==> src/tdc_defs.svh <==
// Offsets, field positions, reset values and figures of the timer DMA channel block
`ifndef TDC_DEFS_SVH
`define TDC_DEFS_SVH

// ==========================================================
// APB byte offsets, one aligned 32-bit word per register
`define TDC_OFS_DMA_COUNTER_POINTER_REG    12'h000
`define TDC_OFS_DMA_ADDRESS_POINTER_REG    12'h004
`define TDC_OFS_IRQ_DMA_MASK_REG    12'h008
`define TDC_OFS_CTRL    12'h00C
`define TDC_OFS_FLAG    12'h010
`define TDC_OFS_CMP0    12'h014
`define TDC_OFS_CAP0    12'h018

// ==========================================================
// Pointer register fields
`define TDC_PTR_WSEL    0
`define TDC_PTR_TOG     2
`define TDC_PTR_HI      7
`define TDC_PTR_LO      3

// ==========================================================
// Interrupt and DMA mask register fields
`define TDC_IM_CMP      0
`define TDC_IM_CAP      1
`define TDC_IM_OUF      2
`define TDC_DM_CMP      3
`define TDC_DM_CAP      4
`define TDC_GEN         7

// ==========================================================
// Control register fields
`define TDC_CT_SWAP     0
`define TDC_CT_EOB_WRITE_ENABLE_BIT     1
`define TDC_CT_PRIO_HI  4
`define TDC_CT_PRIO_LO  2

// ==========================================================
// Flag register fields
`define TDC_FL_PND_CMP  0
`define TDC_FL_PND_CAP  1
`define TDC_FL_PND_OUF  2
`define TDC_FL_OVR_CMP  3
`define TDC_FL_OVR_CAP  4
`define TDC_FL_EOB_CMP  5
`define TDC_FL_EOB_CAP  6

// ==========================================================
// Reset values and fixed levels
`define TDC_RST_BYTE    8'h00
`define TDC_RST_WORD    16'h0000
`define TDC_PRIO_TOP    3'h0

`endif

==> src/tdc_pkg.sv <==
// Types shared by the timer DMA channel block
package tdc_pkg;

	// ======================================================
	// Sequencer states of one word transfer
	typedef enum logic [1:0] {
		TDC_IDLE  = 2'b00,	// No word in flight
		TDC_BYTE1 = 2'b01,	// First (high) byte requested
		TDC_BYTE2 = 2'b10	// Second (low) byte requested
	} tdc_state_t;

	// ======================================================
	// Request towards the core DMA controller
	typedef struct packed {
		logic       req;	// Byte transfer wanted
		logic       chan;	// 1 capture channel, 0 compare channel
		logic       second;	// Low byte of the word
		logic [2:0] prio;	// Peripheral request level
		logic [7:0] cnt_ptr;	// Transaction counter pointer address
		logic [7:0] addr_ptr;	// Address pointer address
		logic [7:0] rdata;	// Capture byte offered to the controller
	} tdc_dma_req_t;

	// ======================================================
	// Answer from the core DMA controller
	typedef struct packed {
		logic       ack;	// Byte moved this cycle
		logic       tc_zero;	// Transaction counter reached zero
		logic [7:0] wdata;	// Byte delivered for the compare register
	} tdc_dma_ack_t;

	// ======================================================
	// Whole state of the channel block
	typedef struct packed {
		tdc_state_t  fsm;	// Word sequencer
		logic        chan;	// Channel being served
		logic [7:0]  dma_counter_pointer_reg;	// Counter pointer register
		logic [7:0]  dma_address_pointer_reg;	// Address pointer register
		logic [7:0]  irq_dma_mask_reg;	// Interrupt and DMA mask register
		logic [7:0]  ctrl;	// Control register
		logic [7:0]  flag;	// Timer flag register
		logic [15:0] cmp0;	// First compare register
		logic [15:0] cap0;	// First capture register
		logic [31:0] prdata;	// Read data staged in setup phase
	} tdc_state_s_t;

endpackage

==> src/tdc_arb.sv <==
// Fixed priority channel arbiter with lock during a word
`timescale 1ns/10ps
`include "tdc_defs.svh"

module tdc_arb (
	input  wire logic req_cap,	// Capture channel asks
	input  wire logic req_cmp,	// Compare channel asks
	input  wire logic locked,	// Word already in flight
	input  wire logic cur_chan,	// Channel of the word in flight
	output logic      grant_vld,	// A channel is granted
	output logic      grant_chan	// Granted channel, 1 capture
);

	// ======================================================
	// Grant selection
	// Lock first, so a late request cannot split a word
	always_comb begin
		grant_vld  = 1'b0;
		grant_chan = 1'b0;
		if (locked) begin
			grant_vld  = 1'b1;
			grant_chan = cur_chan;
		end else if (req_cap) begin
			grant_vld  = 1'b1;
			grant_chan = 1'b1;
		end else if (req_cmp) begin
			grant_vld  = 1'b1;
			grant_chan = 1'b0;
		end
	end

endmodule // tdc_arb

==> src/tdc_dma.sv <==
// Timer DMA channel block: pointers, word sequencing, end of block and APB registers
//
// The implementer's own choices: the register offsets and the APB slave port.
`timescale 1ns/10ps
`include "tdc_defs.svh"

// Function
// - compare-in and capture-out DMA channels
// - capture channel beats compare channel
// - each channel gated by own mask
// - upper pointer bits shared by channels
// - bit1 replaced by inverted channel in word mode
// - word select one uses single pointer group
// - word moves as two byte transfers
// - second byte at top priority level
// - word channel holds until both bytes
// - counter zero raises end of block
// - swap toggles pointer bit two
// - each channel has own toggle bit
// - one swap enable for both channels
// - block end interrupt after DMA idle
// - overflow interrupt beats block end
// - software one sets block end flag
// - repeated block end clears DMA mask
// - recurring compare or capture event sets overrun flag
// - global enable masks all interrupts
module tdc_dma (
	input  wire logic                 clk_sys,	// Core clock
	input  wire logic                 nrst,	// Async reset, low
	input  wire logic                 psel,	// APB select
	input  wire logic                 penable,	// APB access phase
	input  wire logic                 pwrite,	// APB write
	input  wire logic [11:0]          paddr,	// APB byte address
	input  wire logic [31:0]          pwdata,	// APB write data
	output logic [31:0]               prdata,	// APB read data
	output logic                      pready,	// APB ready
	output logic                      pslverr,	// APB error
	input  wire logic                 compare_zero_event,	// Compare 0 match
	input  wire logic                 capture_zero_event,	// Capture 0 strobe
	input  wire logic                 overflow_underflow_event,	// Counter wrap
	input  wire logic [15:0]          capture_value,	// Counter at capture
	output logic [15:0]               compare_value,	// First compare register
	output tdc_pkg::tdc_dma_req_t     dma_req,	// Request to DMA controller
	input  wire tdc_pkg::tdc_dma_ack_t dma_ack,	// Answer from DMA controller
	output logic                      irq_req,	// Interrupt request level
	output logic [2:0]                irq_level	// Group level of the request
);
	import tdc_pkg::*;

	// ======================================================
	// State and helpers
	// All state lives in one struct, registered in one place
	tdc_state_s_t q;	// Registered state
	tdc_state_s_t d;	// Next state
	logic         req_cap;	// Capture channel wants DMA
	logic         req_cmp;	// Compare channel wants DMA
	logic         grant_vld;	// Arbiter granted
	logic         grant_chan;	// Arbiter channel
	logic         rd_hit;	// Read address decodes
	logic [31:0]  rd_val;	// Read mux value
	logic         acc;	// APB access phase
	logic         wr;	// APB write strobe
	logic         tog;	// Toggle bit of served channel
	logic         irq_ouf;	// Overflow interrupt wanted
	logic         irq_cap;	// Capture group interrupt wanted
	logic         irq_cmp;	// Compare group interrupt wanted

	// ======================================================
	// Register read decode, used for data and for error
	// Unmapped offsets give zero data with the hit bit low
	function automatic logic [32:0] reg_read(input logic [11:0] a, input tdc_state_s_t s);
		logic [32:0] r;
		r = {1'b1, 32'h0000_0000};
		unique case (a)
			`TDC_OFS_DMA_COUNTER_POINTER_REG: r[7:0]  = s.dma_counter_pointer_reg;
			`TDC_OFS_DMA_ADDRESS_POINTER_REG: r[7:0]  = s.dma_address_pointer_reg;
			`TDC_OFS_IRQ_DMA_MASK_REG: r[7:0]  = s.irq_dma_mask_reg;
			`TDC_OFS_CTRL: r[7:0]  = s.ctrl;
			`TDC_OFS_FLAG: r[7:0]  = s.flag;
			`TDC_OFS_CMP0: r[15:0] = s.cmp0;
			`TDC_OFS_CAP0: r[15:0] = s.cap0;
			default:       r[32]   = 1'b0;
		endcase
		return r;
	endfunction

	// ======================================================
	// Pointer address for the served channel
	// Word mode puts the inverted channel on bit 1 (1 for compare) and takes bit 0 from lsb
	// Bits 7 to 3 come from the shared register, bit 2 from the served toggle
	function automatic logic [7:0] ptr_addr(input logic [7:0] base, input logic t,
		input logic ch, input logic lsb);
		return {base[`TDC_PTR_HI:`TDC_PTR_LO], t, ~ch, lsb};
	endfunction

	// APB slave has no wait states; errors only on unmapped offsets
	// Read data is staged in setup so it stands through the access
	assign acc     = psel & penable;
	assign wr      = acc & pwrite;
	assign pready  = 1'b1;
	assign {rd_hit, rd_val} = reg_read(paddr, q);
	assign pslverr = acc & ~rd_hit;
	assign prdata  = q.prdata;
	assign compare_value = q.cmp0;

	// ======================================================
	// DMA request sources
	// masked event becomes DMA
	assign req_cap = q.flag[`TDC_FL_PND_CAP] & q.irq_dma_mask_reg[`TDC_DM_CAP];
	assign req_cmp = q.flag[`TDC_FL_PND_CMP] & q.irq_dma_mask_reg[`TDC_DM_CMP];
	// Global interrupt enable gates interrupts only, never DMA

	// Arbiter stays locked on the served channel while a word is in flight
	tdc_arb u_arb (
		.req_cap    (req_cap),
		.req_cmp    (req_cmp),
		.locked     (q.fsm != TDC_IDLE),
		.cur_chan   (q.chan),
		.grant_vld  (grant_vld),
		.grant_chan (grant_chan)
	);

	// ======================================================
	// Request outputs, decoded from registered state only
	// own channel toggle bit
	assign tog = q.chan ? q.dma_address_pointer_reg[`TDC_PTR_TOG] : q.dma_counter_pointer_reg[`TDC_PTR_TOG];
	// Pointer fields follow the served channel, not the arbiter's current pick

	always_comb begin
		dma_req        = '0;
		dma_req.req    = (q.fsm != TDC_IDLE);
		dma_req.chan   = q.chan;
		dma_req.second = (q.fsm == TDC_BYTE2);
		if (q.fsm == TDC_BYTE2) begin
			dma_req.prio = `TDC_PRIO_TOP;
		end else begin
			dma_req.prio = q.ctrl[`TDC_CT_PRIO_HI:`TDC_CT_PRIO_LO];
		end
		dma_req.cnt_ptr = ptr_addr(q.dma_counter_pointer_reg, tog, q.chan, 1'b0);
		if (q.dma_counter_pointer_reg[`TDC_PTR_WSEL]) begin
			dma_req.addr_ptr = ptr_addr(q.dma_counter_pointer_reg, tog, q.chan, 1'b1);
		end else begin
			dma_req.addr_ptr = ptr_addr(q.dma_address_pointer_reg, tog, q.chan, 1'b0);
		end
		dma_req.rdata = (q.fsm == TDC_BYTE2) ? q.cap0[7:0] : q.cap0[15:8];
	end

	// ======================================================
	// Interrupt requests
	// Events served by DMA raise no ordinary request
	// Block end waits while any DMA request is pending or in flight
	// global interrupt enable
	always_comb begin
		irq_ouf = q.flag[`TDC_FL_PND_OUF] & q.irq_dma_mask_reg[`TDC_IM_OUF];
		irq_cap = q.irq_dma_mask_reg[`TDC_IM_CAP] &
			((q.flag[`TDC_FL_PND_CAP] & ~q.irq_dma_mask_reg[`TDC_DM_CAP]) |
			(q.flag[`TDC_FL_EOB_CAP] & ~dma_req.req & ~req_cap & ~req_cmp));
		irq_cmp = q.irq_dma_mask_reg[`TDC_IM_CMP] &
			((q.flag[`TDC_FL_PND_CMP] & ~q.irq_dma_mask_reg[`TDC_DM_CMP]) |
			(q.flag[`TDC_FL_EOB_CMP] & ~dma_req.req & ~req_cap & ~req_cmp));
		irq_req   = q.irq_dma_mask_reg[`TDC_GEN] & (irq_ouf | irq_cap | irq_cmp);
		// Level codes follow the fixed group priorities, lowest code first
		irq_level = 3'h0;
		if (irq_ouf) begin
			irq_level = 3'h0;
		end else if (irq_cap) begin
			irq_level = 3'h4;
		end else if (irq_cmp) begin
			irq_level = 3'h6;
		end
	end

	// ======================================================
	// Next state: software writes first, then hardware clears, then hardware sets,
	// so an event landing on a software clear is never lost
	always_comb begin
		logic       done;	// Second byte moved
		logic       end_of_block;	// Block ended on served channel
		logic [7:0] f;	// Working flag value
		logic       served_cap;	// Capture word finished now
		logic       served_cmp;	// Compare word finished now
		done = 1'b0;
		served_cap = 1'b0;
		served_cmp = 1'b0;
		end_of_block  = 1'b0;
		f    = q.flag;
		d    = q;

		// Read data staged in the setup phase
		if (psel & ~penable) begin
			d.prdata = rd_val;
		end

		// Software register writes
		if (wr) begin
			unique case (paddr)
				`TDC_OFS_DMA_COUNTER_POINTER_REG: d.dma_counter_pointer_reg = pwdata[7:0];
				`TDC_OFS_DMA_ADDRESS_POINTER_REG: d.dma_address_pointer_reg = pwdata[7:0];
				`TDC_OFS_IRQ_DMA_MASK_REG: d.irq_dma_mask_reg = pwdata[7:0];
				`TDC_OFS_CTRL: d.ctrl = pwdata[7:0];
				`TDC_OFS_CMP0: d.cmp0 = pwdata[15:0];
				`TDC_OFS_CAP0: d.cap0 = pwdata[15:0];
				`TDC_OFS_FLAG: begin
					// Bits 0 to 4 are plain read and write flags
					f[4:0] = pwdata[4:0];
					if (q.ctrl[`TDC_CT_EOB_WRITE_ENABLE_BIT]) begin
						f[`TDC_FL_EOB_CAP:`TDC_FL_EOB_CMP] = pwdata[6:5];
					end else begin
						f[`TDC_FL_EOB_CAP:`TDC_FL_EOB_CMP] =
							pwdata[6:5] & q.flag[`TDC_FL_EOB_CAP:`TDC_FL_EOB_CMP];
					end
				end
				default: ;
			endcase
		end

		// Word sequencer
		unique case (q.fsm)
			// A new word may start the cycle after the last one ended
			TDC_IDLE: begin
				if (grant_vld) begin
					d.chan = grant_chan;
					d.fsm  = TDC_BYTE1;
				end
			end
			TDC_BYTE1: begin
				if (dma_ack.ack) begin
					if (!q.chan) begin
						d.cmp0[15:8] = dma_ack.wdata;
					end
					d.fsm = TDC_BYTE2;
				end
			end
			// Low byte closes the word; the counter end rides on its ack
			TDC_BYTE2: begin
				if (dma_ack.ack) begin
					if (!q.chan) begin
						d.cmp0[7:0] = dma_ack.wdata;
					end
					done  = 1'b1;
					end_of_block   = dma_ack.tc_zero;
					d.fsm = TDC_IDLE;
				end
			end
			default: d.fsm = TDC_IDLE;
		endcase

		// Split the finished word by channel, so a word done on one channel
		// never hides an overrun on the other
		served_cap = done & q.chan;
		served_cmp = done & ~q.chan;

		// Word served: its request is consumed
		if (done) begin
			if (q.chan) begin
				f[`TDC_FL_PND_CAP] = 1'b0;
			end else begin
				f[`TDC_FL_PND_CMP] = 1'b0;
			end
		end

		// End of block handling on the served channel
		// Mask clear wins over a same cycle software write to the mask
		// With swap set, the toggle moves on every block end, a locked one too
		if (end_of_block) begin
			if (q.chan) begin
				if (q.flag[`TDC_FL_EOB_CAP]) begin
					d.irq_dma_mask_reg[`TDC_DM_CAP] = 1'b0;
				end
				f[`TDC_FL_EOB_CAP] = 1'b1;
				if (q.ctrl[`TDC_CT_SWAP]) begin
					d.dma_address_pointer_reg[`TDC_PTR_TOG] = ~q.dma_address_pointer_reg[`TDC_PTR_TOG];
				end
			end else begin
				if (q.flag[`TDC_FL_EOB_CMP]) begin
					d.irq_dma_mask_reg[`TDC_DM_CMP] = 1'b0;
				end
				f[`TDC_FL_EOB_CMP] = 1'b1;
				if (q.ctrl[`TDC_CT_SWAP]) begin
					d.dma_counter_pointer_reg[`TDC_PTR_TOG] = ~q.dma_counter_pointer_reg[`TDC_PTR_TOG];
				end
			end
		end

		// Timer events set pending flags
		// compare or capture recurrence flags overrun
		if (compare_zero_event) begin
			if (q.flag[`TDC_FL_PND_CMP] & ~served_cmp) begin
				f[`TDC_FL_OVR_CMP] = 1'b1;
			end
			f[`TDC_FL_PND_CMP] = 1'b1;
		end
		if (capture_zero_event) begin
			if (q.flag[`TDC_FL_PND_CAP] & ~served_cap) begin
				f[`TDC_FL_OVR_CAP] = 1'b1;
			end
			f[`TDC_FL_PND_CAP] = 1'b1;
			// Value taken with its strobe; a software write that cycle loses
			d.cap0 = capture_value;
		end
		if (overflow_underflow_event) begin
			f[`TDC_FL_PND_OUF] = 1'b1;
		end

		// Bit 7 is unused and always reads zero
		d.flag    = f;
		d.flag[7] = 1'b0;
	end

	// ======================================================
	// State register
	// Reset branch loads constants only
	always_ff @(posedge clk_sys or negedge nrst) begin
		if (!nrst) begin
			q.fsm    <= TDC_IDLE;
			q.chan   <= 1'b0;
			q.dma_counter_pointer_reg   <= `TDC_RST_BYTE;
			q.dma_address_pointer_reg   <= `TDC_RST_BYTE;
			q.irq_dma_mask_reg   <= `TDC_RST_BYTE;
			q.ctrl   <= `TDC_RST_BYTE;
			q.flag   <= `TDC_RST_BYTE;
			q.cmp0   <= `TDC_RST_WORD;
			q.cap0   <= `TDC_RST_WORD;
			q.prdata <= 32'h0000_0000;
		end else begin
			q <= d;
		end
	end

endmodule // tdc_dma

==> config.mk <==
export PLATFORM = sky130hd
export DESIGN_NAME = tdc_dma
export DESIGN_NICKNAME = d
export VERILOG_FILES = /design/src/tdc_pkg.sv /design/src/tdc_arb.sv /design/src/tdc_dma.sv
export VERILOG_INCLUDE_DIRS = /design/src
export SDC_FILE = /design/constraint.sdc
export NUM_CORES = 1
export LEC_CHECK = 0
export BUFFER_PORTS_ARGS = -buffer_cell sky130_fd_sc_hd__buf_2
export CAP_MARGIN = 20
export CORE_MARGIN = 3
export CORE_UTILIZATION = 56
export CTS_CLUSTER_DIAMETER = 80
export CTS_CLUSTER_SIZE = 16
export DETAILED_ROUTE_END_ITERATION = 16
export PLACE_DENSITY = 0.93
export SYNTH_ARGS = -nofsm -noshare
export SYNTH_HDL_FRONTEND = slang
export SYNTH_SLANG_ARGS = --single-unit
==> constraint.sdc <==
create_clock -name clk_sys -period 3.65 [get_ports clk_sys]
set_clock_uncertainty 0.15 [all_clocks]
set_input_delay 0.1825 -clock clk_sys [delete_from_list [all_inputs] [get_ports clk_sys]]
set_output_delay 0.1825 -clock clk_sys [all_outputs]
set_load 0.02 [all_outputs]
---- Word level (Yosys, flattened, before mapping) ----
Cells that the tools add are included.
storage, ports and cells
  memory bits (read-only) ................. 0
  bits in latches ......................... 0
  bits in registers ....................... 90
  word-level logic and storage cells ...... 145
  memories ................................ 0
  bits in writable memories ............... 0
operators by class
  divide/modulo/power cells ............... 0
  bitwise gates (word level) .............. 39
  shift-type cells ........................ 0
  multiplexer cells ....................... 65
  eq/ne operators ......................... 11
  $mul .................................... 0
  add/subtract/negate cells ............... 0
  $lt $le $gt $ge ......................... 0
  reduce and logical (&&, ||, !) cells .... 16
operators with widths
  cell                   number
  $mux W8                11
  $pmux W8 S7            1
  $mux W16               3
  $eq A12 B5 Y1 const B  3
  $mux W1                32
  $mux W32               1
  $mux W27               1
  $eq A12 B4 Y1 const B  2
  $and A1 B1 Y1          22
  $mux W3                6
  $pmux W8 S2            1
  $mux W7                2
  $eq A12 B3 Y1 const B  1
  $logic_not A12 Y1      1
  $mux W2                6
  $not A1 Y1             12
  $reduce_and A2 Y1      6
  $reduce_bool A2 Y1     5
  $reduce_or A7 Y1       1
  $pmux W2 S3            1
  $reduce_and A3 Y1      2
  $ne A2 B2 Y1 const B   2
  $or A1 B1 Y1           4
  $and A2 B2 Y2          1
  4 further kinds        4

---- Longest topological paths before layout ----
Gate-level depths: netlist (run 1).
  depth in word-level cells ............... 10
  depth in mapped cells ................... 7
  depth with buffers taken out ............ 5

---- Hierarchy ----
A second synthesis (run 1) with hierarchy kept.
second synthesis, totals
  cell total of the unflattened synthesis .. 531
  area total of the unflattened synthesis .. 5432.7 um2
by module, submodules not included
  module   area each (um2)  cells an instance  seq. area each (um2)  instances
  tdc_dma  5415.2           529                2252.2                1
  tdc_arb  17.5             2                  0.0                   1

---- Least setup slack after synthesis (run 1) ----
Ideal clock, no wire load.
  kind .................................... register to output
  from .................................... reg q[106] in the netlist's numbering
  to ...................................... out dma_req[1] in the netlist's numbering
  data required time ...................... 3.317 ns
  setup slack ............................. 1.767 ns
  buffers on the path ..................... 1
  cell stages (with the launch flop) ...... 4
  arrival time ............................ 1.550 ns
  path through ............................ dfrtp_1 > nor2b_1 > clkbuf_1 > mux2_2
RTL lines
  item                RTL line       text
  start: declaration  tdc_dma.sv:53  tdc_state_s_t q;
  end: declaration    tdc_dma.sv:43  output tdc_pkg::tdc_dma_req_t dma_req,

---- Worst setup path in the final report (run 1) ----
  from .................................... in paddr[2]
  to ...................................... reg q[41] in the netlist's numbering
on the way
  cells in the longest elaborated chain, start to end .. 3
ends and longest elaborated chain
  item                          RTL line        text
  start: declaration            tdc_dma.sv:33   input wire logic [11:0] paddr,
  $eq A12 B5 Y1                 tdc_dma.sv:196  unique case (paddr)
  $reduce_bool A2 Y1 (no line)  --
  $reduce_and A2 Y1 (no line)   --
Every way passes these cells.
A chain may end at the register's enable or synchronous reset.

==> impl_metrics.json, run 1 <==
{
  "status": "finished, final reports clean",
  "cts_root_buf": "clkbuf_8",
  "io_buffers": 126,
  "worstMarginPinSlew_ps": 909,
  "drc": 0,
  "cts_sinks": 90,
  "grt_max_degree": 91,
  "drv_cap": 0,
  "core-area_mm2": 0.00885,
  "ys_types": 47,
  "setup_violations": 0,
  "p_total_mw": 2.21,
  "synth_top_flop_cell": "dfrtp_1",
  "syn-mean-instance-area_um2": 10.5,
  "ir_drop_uv": 175,
  "rsz0062_at_grt": "false",
  "hold_path.class": "in2reg",
  "cp_max_fo": 22,
  "track_usage_pct": 28.3,
  "cts_tree": "built",
  "leakage_nw": 2.91,
  "period_share_pct": 73.5,
  "fp-row-count": 34,
  "synth_area_mm2": 0.00518,
  "hpwl_um": 9690,
  "fin_tns_setup_ps": 0,
  "start_util_pct": 58.6,
  "gp_congestion": 0.969,
  "grt-ovfl-total": 0,
  "dr.first_iter.drc_count": 496,
  "synthCells": 496,
  "synth_edf_count": 0,
  "cts_inserted_buffers": 9,
  "ys_seq_area_share_pct": 43.4,
  "final_cells": 726,
  "grt_pass1_wl_um": 22500,
  "p_per_area_mw_per_mm2": 362,
  "fin_crit_ps": 2680,
  "yosysWarnings": 0,
  "antenna_cells": 0,
  "max_freq_ghz": 0.373,
  "cp.required_ps": 3750,
  "die-height_um": 102,
  "synthToLayoutAreaGrowth_pct": 17.6,
  "max_slew_margin_pct": 39.4,
  "drive_above_1_share_pct": 33.5,
  "final_max_slew_viol_count": 0,
  "dieArea_mm2": 0.0105,
  "cp-end-kind": "flip-flop",
  "wl_per_cell_um": 20.2,
  "place_inst": 668,
  "cts-htree-levels": 3,
  "synthArstFlopShare_pct": 100,
  "wl_um": 14700,
  "die_w_um": 102,
  "dpl_cell_area_mm2": 0.00548,
  "fin_nets": 691,
  "synth-seq-cells": 90,
  "grt_pass1_vias": 4299,
  "postCtsSetupBuffers": 0,
  "clk_latency_ps": 370,
  "antenna_found_initial": 0,
  "critPathLaunchType": "primary input",
  "critical_path_class": "in2reg",
  "ctsLongestPathBuffers": 2,
  "fin_area_mm2": 0.00610,
  "io_pins": 162,
  "utilization_pct": 68.9,
  "hold_viol_final": 0,
  "path_clk_slew_ps": 90,
  "via_per_inst": 6.08,
  "arrival_ps": 2780,
  "mostFrequentLayoutCell": "buf_2",
  "dr.pass1.iters": 7,
  "most-common-layout-cells": "buf_2 (125), dfrtp_1 (90), nand2_1 (75), mux2i_1 (53), o21ai_0 (46)",
  "vias": 4416,
  "final_antenna_net_count": 0
}
## worst max-delay path, stage by stage
cell and delay, ps:
buf_2 300, nor4b_2 560, nand2_1 200, nor2_4 580, mux2i_1 270, o21ai_1 80
dlygate4sd3_1 590
## final cells by class
cell class              instances  area [um2]
clock buffers                  10         128
inverters                       3        11.3
multi-input cells             337        2420
clock inverters                 6        47.5
well taps                     108         135
flip-flops and latches         90        2250
fillers                       591        2750
repair buffers                172        1100
## routing by layer
layer  vias up  track usage (%)  wire length (um)
met4         0             15.1               576
met3        61             5.60              1490
met2       334             44.7              7160
li1       1916                -                 -
met1      2105             36.9              5460
met5         -                0                 0
## final timing paths
| kind | from | endpoint | slack (ps) | depth (start not counted) |
|---|---|---|---|---|
| worst min register to register | prdata[13] | prdata[13] | 330 | 2 |
| min in group asynchronous | nrst | q[82] | 50 | 2 |
| worst max register to register | dma_req[28] | compare_value[11] | 1660 | 5 |
| worst max-delay path | paddr[2] | q[41] | 970 | 7 |
| worst min-delay path | pwdata[13] | compare_value[13] | 20 | 3 |
| max in group asynchronous | nrst | compare_value[3] | 2640 | 3 |
## synthesized netlist by cell type (all sizes together), types with 4 or more instances
| cell | count | area share, % |
|---|---|---|
| o21ai | 59 | 5.7 |
| nor2 | 12 | 1.2 |
| nand2 | 75 | 5.4 |
| nor3b | 4 | 0.89 |
| mux2 | 44 | 9.6 |
| dfrtp | 90 | 43 |
| nand3 | 7 | 0.92 |
| a21oi | 4 | 0.39 |
| nor2b | 7 | 0.84 |
| clkbuf | 13 | 0.94 |
| buf | 70 | 10 |
| mux2i | 53 | 10 |
| nor3 | 5 | 1.1 |
| a22oi | 12 | 1.7 |
## sequential cells by signal, summed over array words and instances, names as in the netlist
| name | count |
|---|---|
| q | 52 |
| prdata | 16 |
| compare_value | 16 |
| dma_req | 6 |
## power by group
part	internal [mW]	switching [mW]	total, mW	leakage [nW]
Combinational	0.171	0.270	0.441	1.63
Clock	0.255	0.384	0.639	0.0877
Sequential	1.06	0.0679	1.13	1.19
Total	1.49	0.722	2.21	2.91
## metrics by stage
step	hold WS [ps]	setup WS [ps]
after floorplan	-263	1770
after global placement	249	1250
after detailed placement	255	1190
after CTS	1.28	1080
after global routing	22.8	845
final	20.6	967
## cells by family after synthesis
logic type,synth area share [%]
compound gates,10.6
buf+inv,11.2
flops,43.4
mux,21.1
other cells,0.145
simple gates,13.6
## repair_timing
action / 4_1_cts / 5_1_grt
gates resized for setup: 0 / 0
endpoints found under the hold margin: 132 / 1
hold buffers: 40 / 1
Power figures use the tool's default switching activity.
==> run 2, diff against run 1 <==
--- a/config.mk
+++ b/config.mk
@@ -9,11 +9,11 @@
 export BUFFER_PORTS_ARGS = -buffer_cell sky130_fd_sc_hd__buf_2
 export CAP_MARGIN = 20
 export CORE_MARGIN = 3
-export CORE_UTILIZATION = 56
+export CORE_UTILIZATION = 52
 export CTS_CLUSTER_DIAMETER = 80
 export CTS_CLUSTER_SIZE = 16
 export DETAILED_ROUTE_END_ITERATION = 16
-export PLACE_DENSITY = 0.93
+export PLACE_DENSITY = 0.88
 export SYNTH_ARGS = -nofsm -noshare
 export SYNTH_HDL_FRONTEND = slang
 export SYNTH_SLANG_ARGS = --single-unit
==> constraint.sdc (replaced) <==
create_clock -name clk_sys -period 2.65 [get_ports clk_sys]
set_clock_uncertainty 0.15 [all_clocks]
set_input_delay 0.1325 -clock clk_sys [delete_from_list [all_inputs] [get_ports clk_sys]]
set_output_delay 0.1325 -clock clk_sys [all_outputs]
set_load 0.02 [all_outputs]
==> run 2 against run 1 <==
Combinational power increased by 35%. Critical path depth increased by 1. Sequential share of layout area decreased by 1.2 points. Die area is 7.2% higher. Via count is 1.5% lower. Worst setup slack got worse by 640 ps. Clock power increased by 60%. Global-route usage fell by 1.9 points. Register-to-register slack lost 1100 ps. Design area is 3.4% higher. Total power grew 44%.
==> impl_metrics.json, run 2 (synthesized netlist as in run 1, its figures left out) <==
{
  "status": "finished, final reports clean",
  "cts.repair.resized": 0,
  "pre_cts_ws_ps": 532,
  "cts_hold_buf": 47,
  "final_max_slew_viol_count": 0,
  "critical_path_class": "in2reg",
  "core-area_mm2": 0.00946,
  "r2r_slack_ps": 600,
  "fin_ws_ps": 328,
  "cts-htree-levels": 3,
  "leakage_nw": 2.99,
  "r2r_start": "dma_req[28]",
  "p_per_area_mw_per_mm2": 503,
  "hold-worst-slack_ps": 24.2,
  "gp_congestion": 0.935,
  "cts_tree": "built",
  "fin_nets": 706,
  "cp_max_fo": 12,
  "fin_crit_ps": 2320,
  "drc": 0,
  "rsz0062_at_grt": "false",
  "antenna_cells": 0,
  "arrival_ps": 2400,
  "clk_latency_ps": 350,
  "start_util_pct": 54.8,
  "dieArea_mm2": 0.0112,
  "hold_path.class": "in2reg",
  "ff2ff_path_depth": 5,
  "die_w_um": 106,
  "ctsLongestPathBuffers": 2,
  "largest_reg_flops": 52,
  "hold_viol_final": 0,
  "fp-row-count": 35,
  "holdPathEnd": "q[73]",
  "io_buffers": 126,
  "dr.first_iter.drc_count": 306,
  "grt_pass1_vias": 4413,
  "wl_per_cell_um": 19.1,
  "drv_cap": 0,
  "cp.required_ps": 2730,
  "mostFrequentLayoutCell": "buf_2",
  "grt-ovfl-total": 0,
  "grt_pass1_wl_um": 23300,
  "grt_max_degree": 55,
  "max_slew_margin_pct": 54.1,
  "dr.pass1.iters": 5,
  "synthToLayoutAreaGrowth_pct": 21.6,
  "critPathLaunchType": "primary input",
  "worstMarginPinSlew_ps": 689,
  "setup_violations": 0,
  "hpwl_um": 10100,
  "n_fill_cell": 699,
  "drive_above_1_share_pct": 34.2,
  "wl_um": 14500,
  "cts_inserted_buffers": 9,
  "max_freq_ghz": 0.431,
  "most-common-layout-cells": "buf_2 (125), dfrtp_1 (90), nand2_1 (75), mux2i_1 (53), dlygate4sd3_1 (47)",
  "cp-end-kind": "flip-flop",
  "fin_tns_setup_ps": 0,
  "path_clk_slew_ps": 90,
  "final_antenna_net_count": 0,
  "cts_sinks": 90,
  "track_usage_pct": 26.4,
  "seq_area_mm2": 0.00225,
  "holdCritStartpoint": "pwdata[1]",
  "antenna_found_initial": 0,
  "min_path_cells": 2,
  "io_pins": 162,
  "multi_input_area_mm2": 0.00242,
  "vias": 4349,
  "postCtsSetupBuffers": 0,
  "cts_root_buf": "clkbuf_8",
  "largest-register": "q",
  "die-height_um": 106,
  "worstReg2RegEnd": "compare_value[9]",
  "via_per_inst": 5.71,
  "period_share_pct": 87.6,
  "ir_drop_uv": 341
}
## run 2: how the worst max path moves through the flow
stage | startpoint | to | slack [ps] | cells after the start
detailed placement | paddr[10] | q[74] | 530 | 6
global route | paddr[2] | q[43] | 230 | 8
finish | paddr[2] | q[43] | 330 | 8
CTS | paddr[2] | q[47] | 410 | 8
floorplan | q[106] | dma_req[1] | 820 | 3
global placement | paddr[10] | q[74] | 540 | 6
## run 2: cell type report
| class | instances | share of cell area (%) |
|---|---|---|
| Clock buffer | 9 | 1.96 |
| Multi-Input combinational cell | 337 | 38.4 |
| Inverter | 3 | 0.179 |
| Clock inverter | 6 | 1.43 |
| Tap cell | 129 | 2.56 |
| Sequential cell | 90 | 35.7 |
| Timing Repair Buffer | 187 | 19.8 |
## run 2: where the power goes
part | internal, mW | switching [mW]
logic | 0.235 | 0.359
clock network | 0.530 | 0.489
registers | 1.46 | 0.0987
total | 2.22 | 0.947
## run 2: critical path, cell delays in order
cell and delay [ps]:
buf_2 190, nor4b_2 510, nand2_1 200, nor2_4 260, buf_12 200, mux2i_1 200
o21ai_1 100, dlygate4sd3_1 620
## run 2: per-layer routing
metal  vias to the layer above  part of all wire [%]  track usage [%]
met1                      2108                    40             33.4
met2                       247                    48             43.7
met5                         -                     0                0
met4                         0                   4.2             13.1
met3                        59                   7.5             4.47
li1                       1935                     -                -
## run 2: metrics by stage
step           utilization [%]  cells  total power, mW  area, um2
3_3_place_gp              59.4    699             2.08       5620
6_report                  66.7    761             3.17       6310
5_1_grt                   66.7    761             3.29       6310
4_1_cts                   66.7    761             3.17       6310
3_5_place_dp              59.4    699             2.10       5620
2_1_floorplan                -    513             1.95       5250
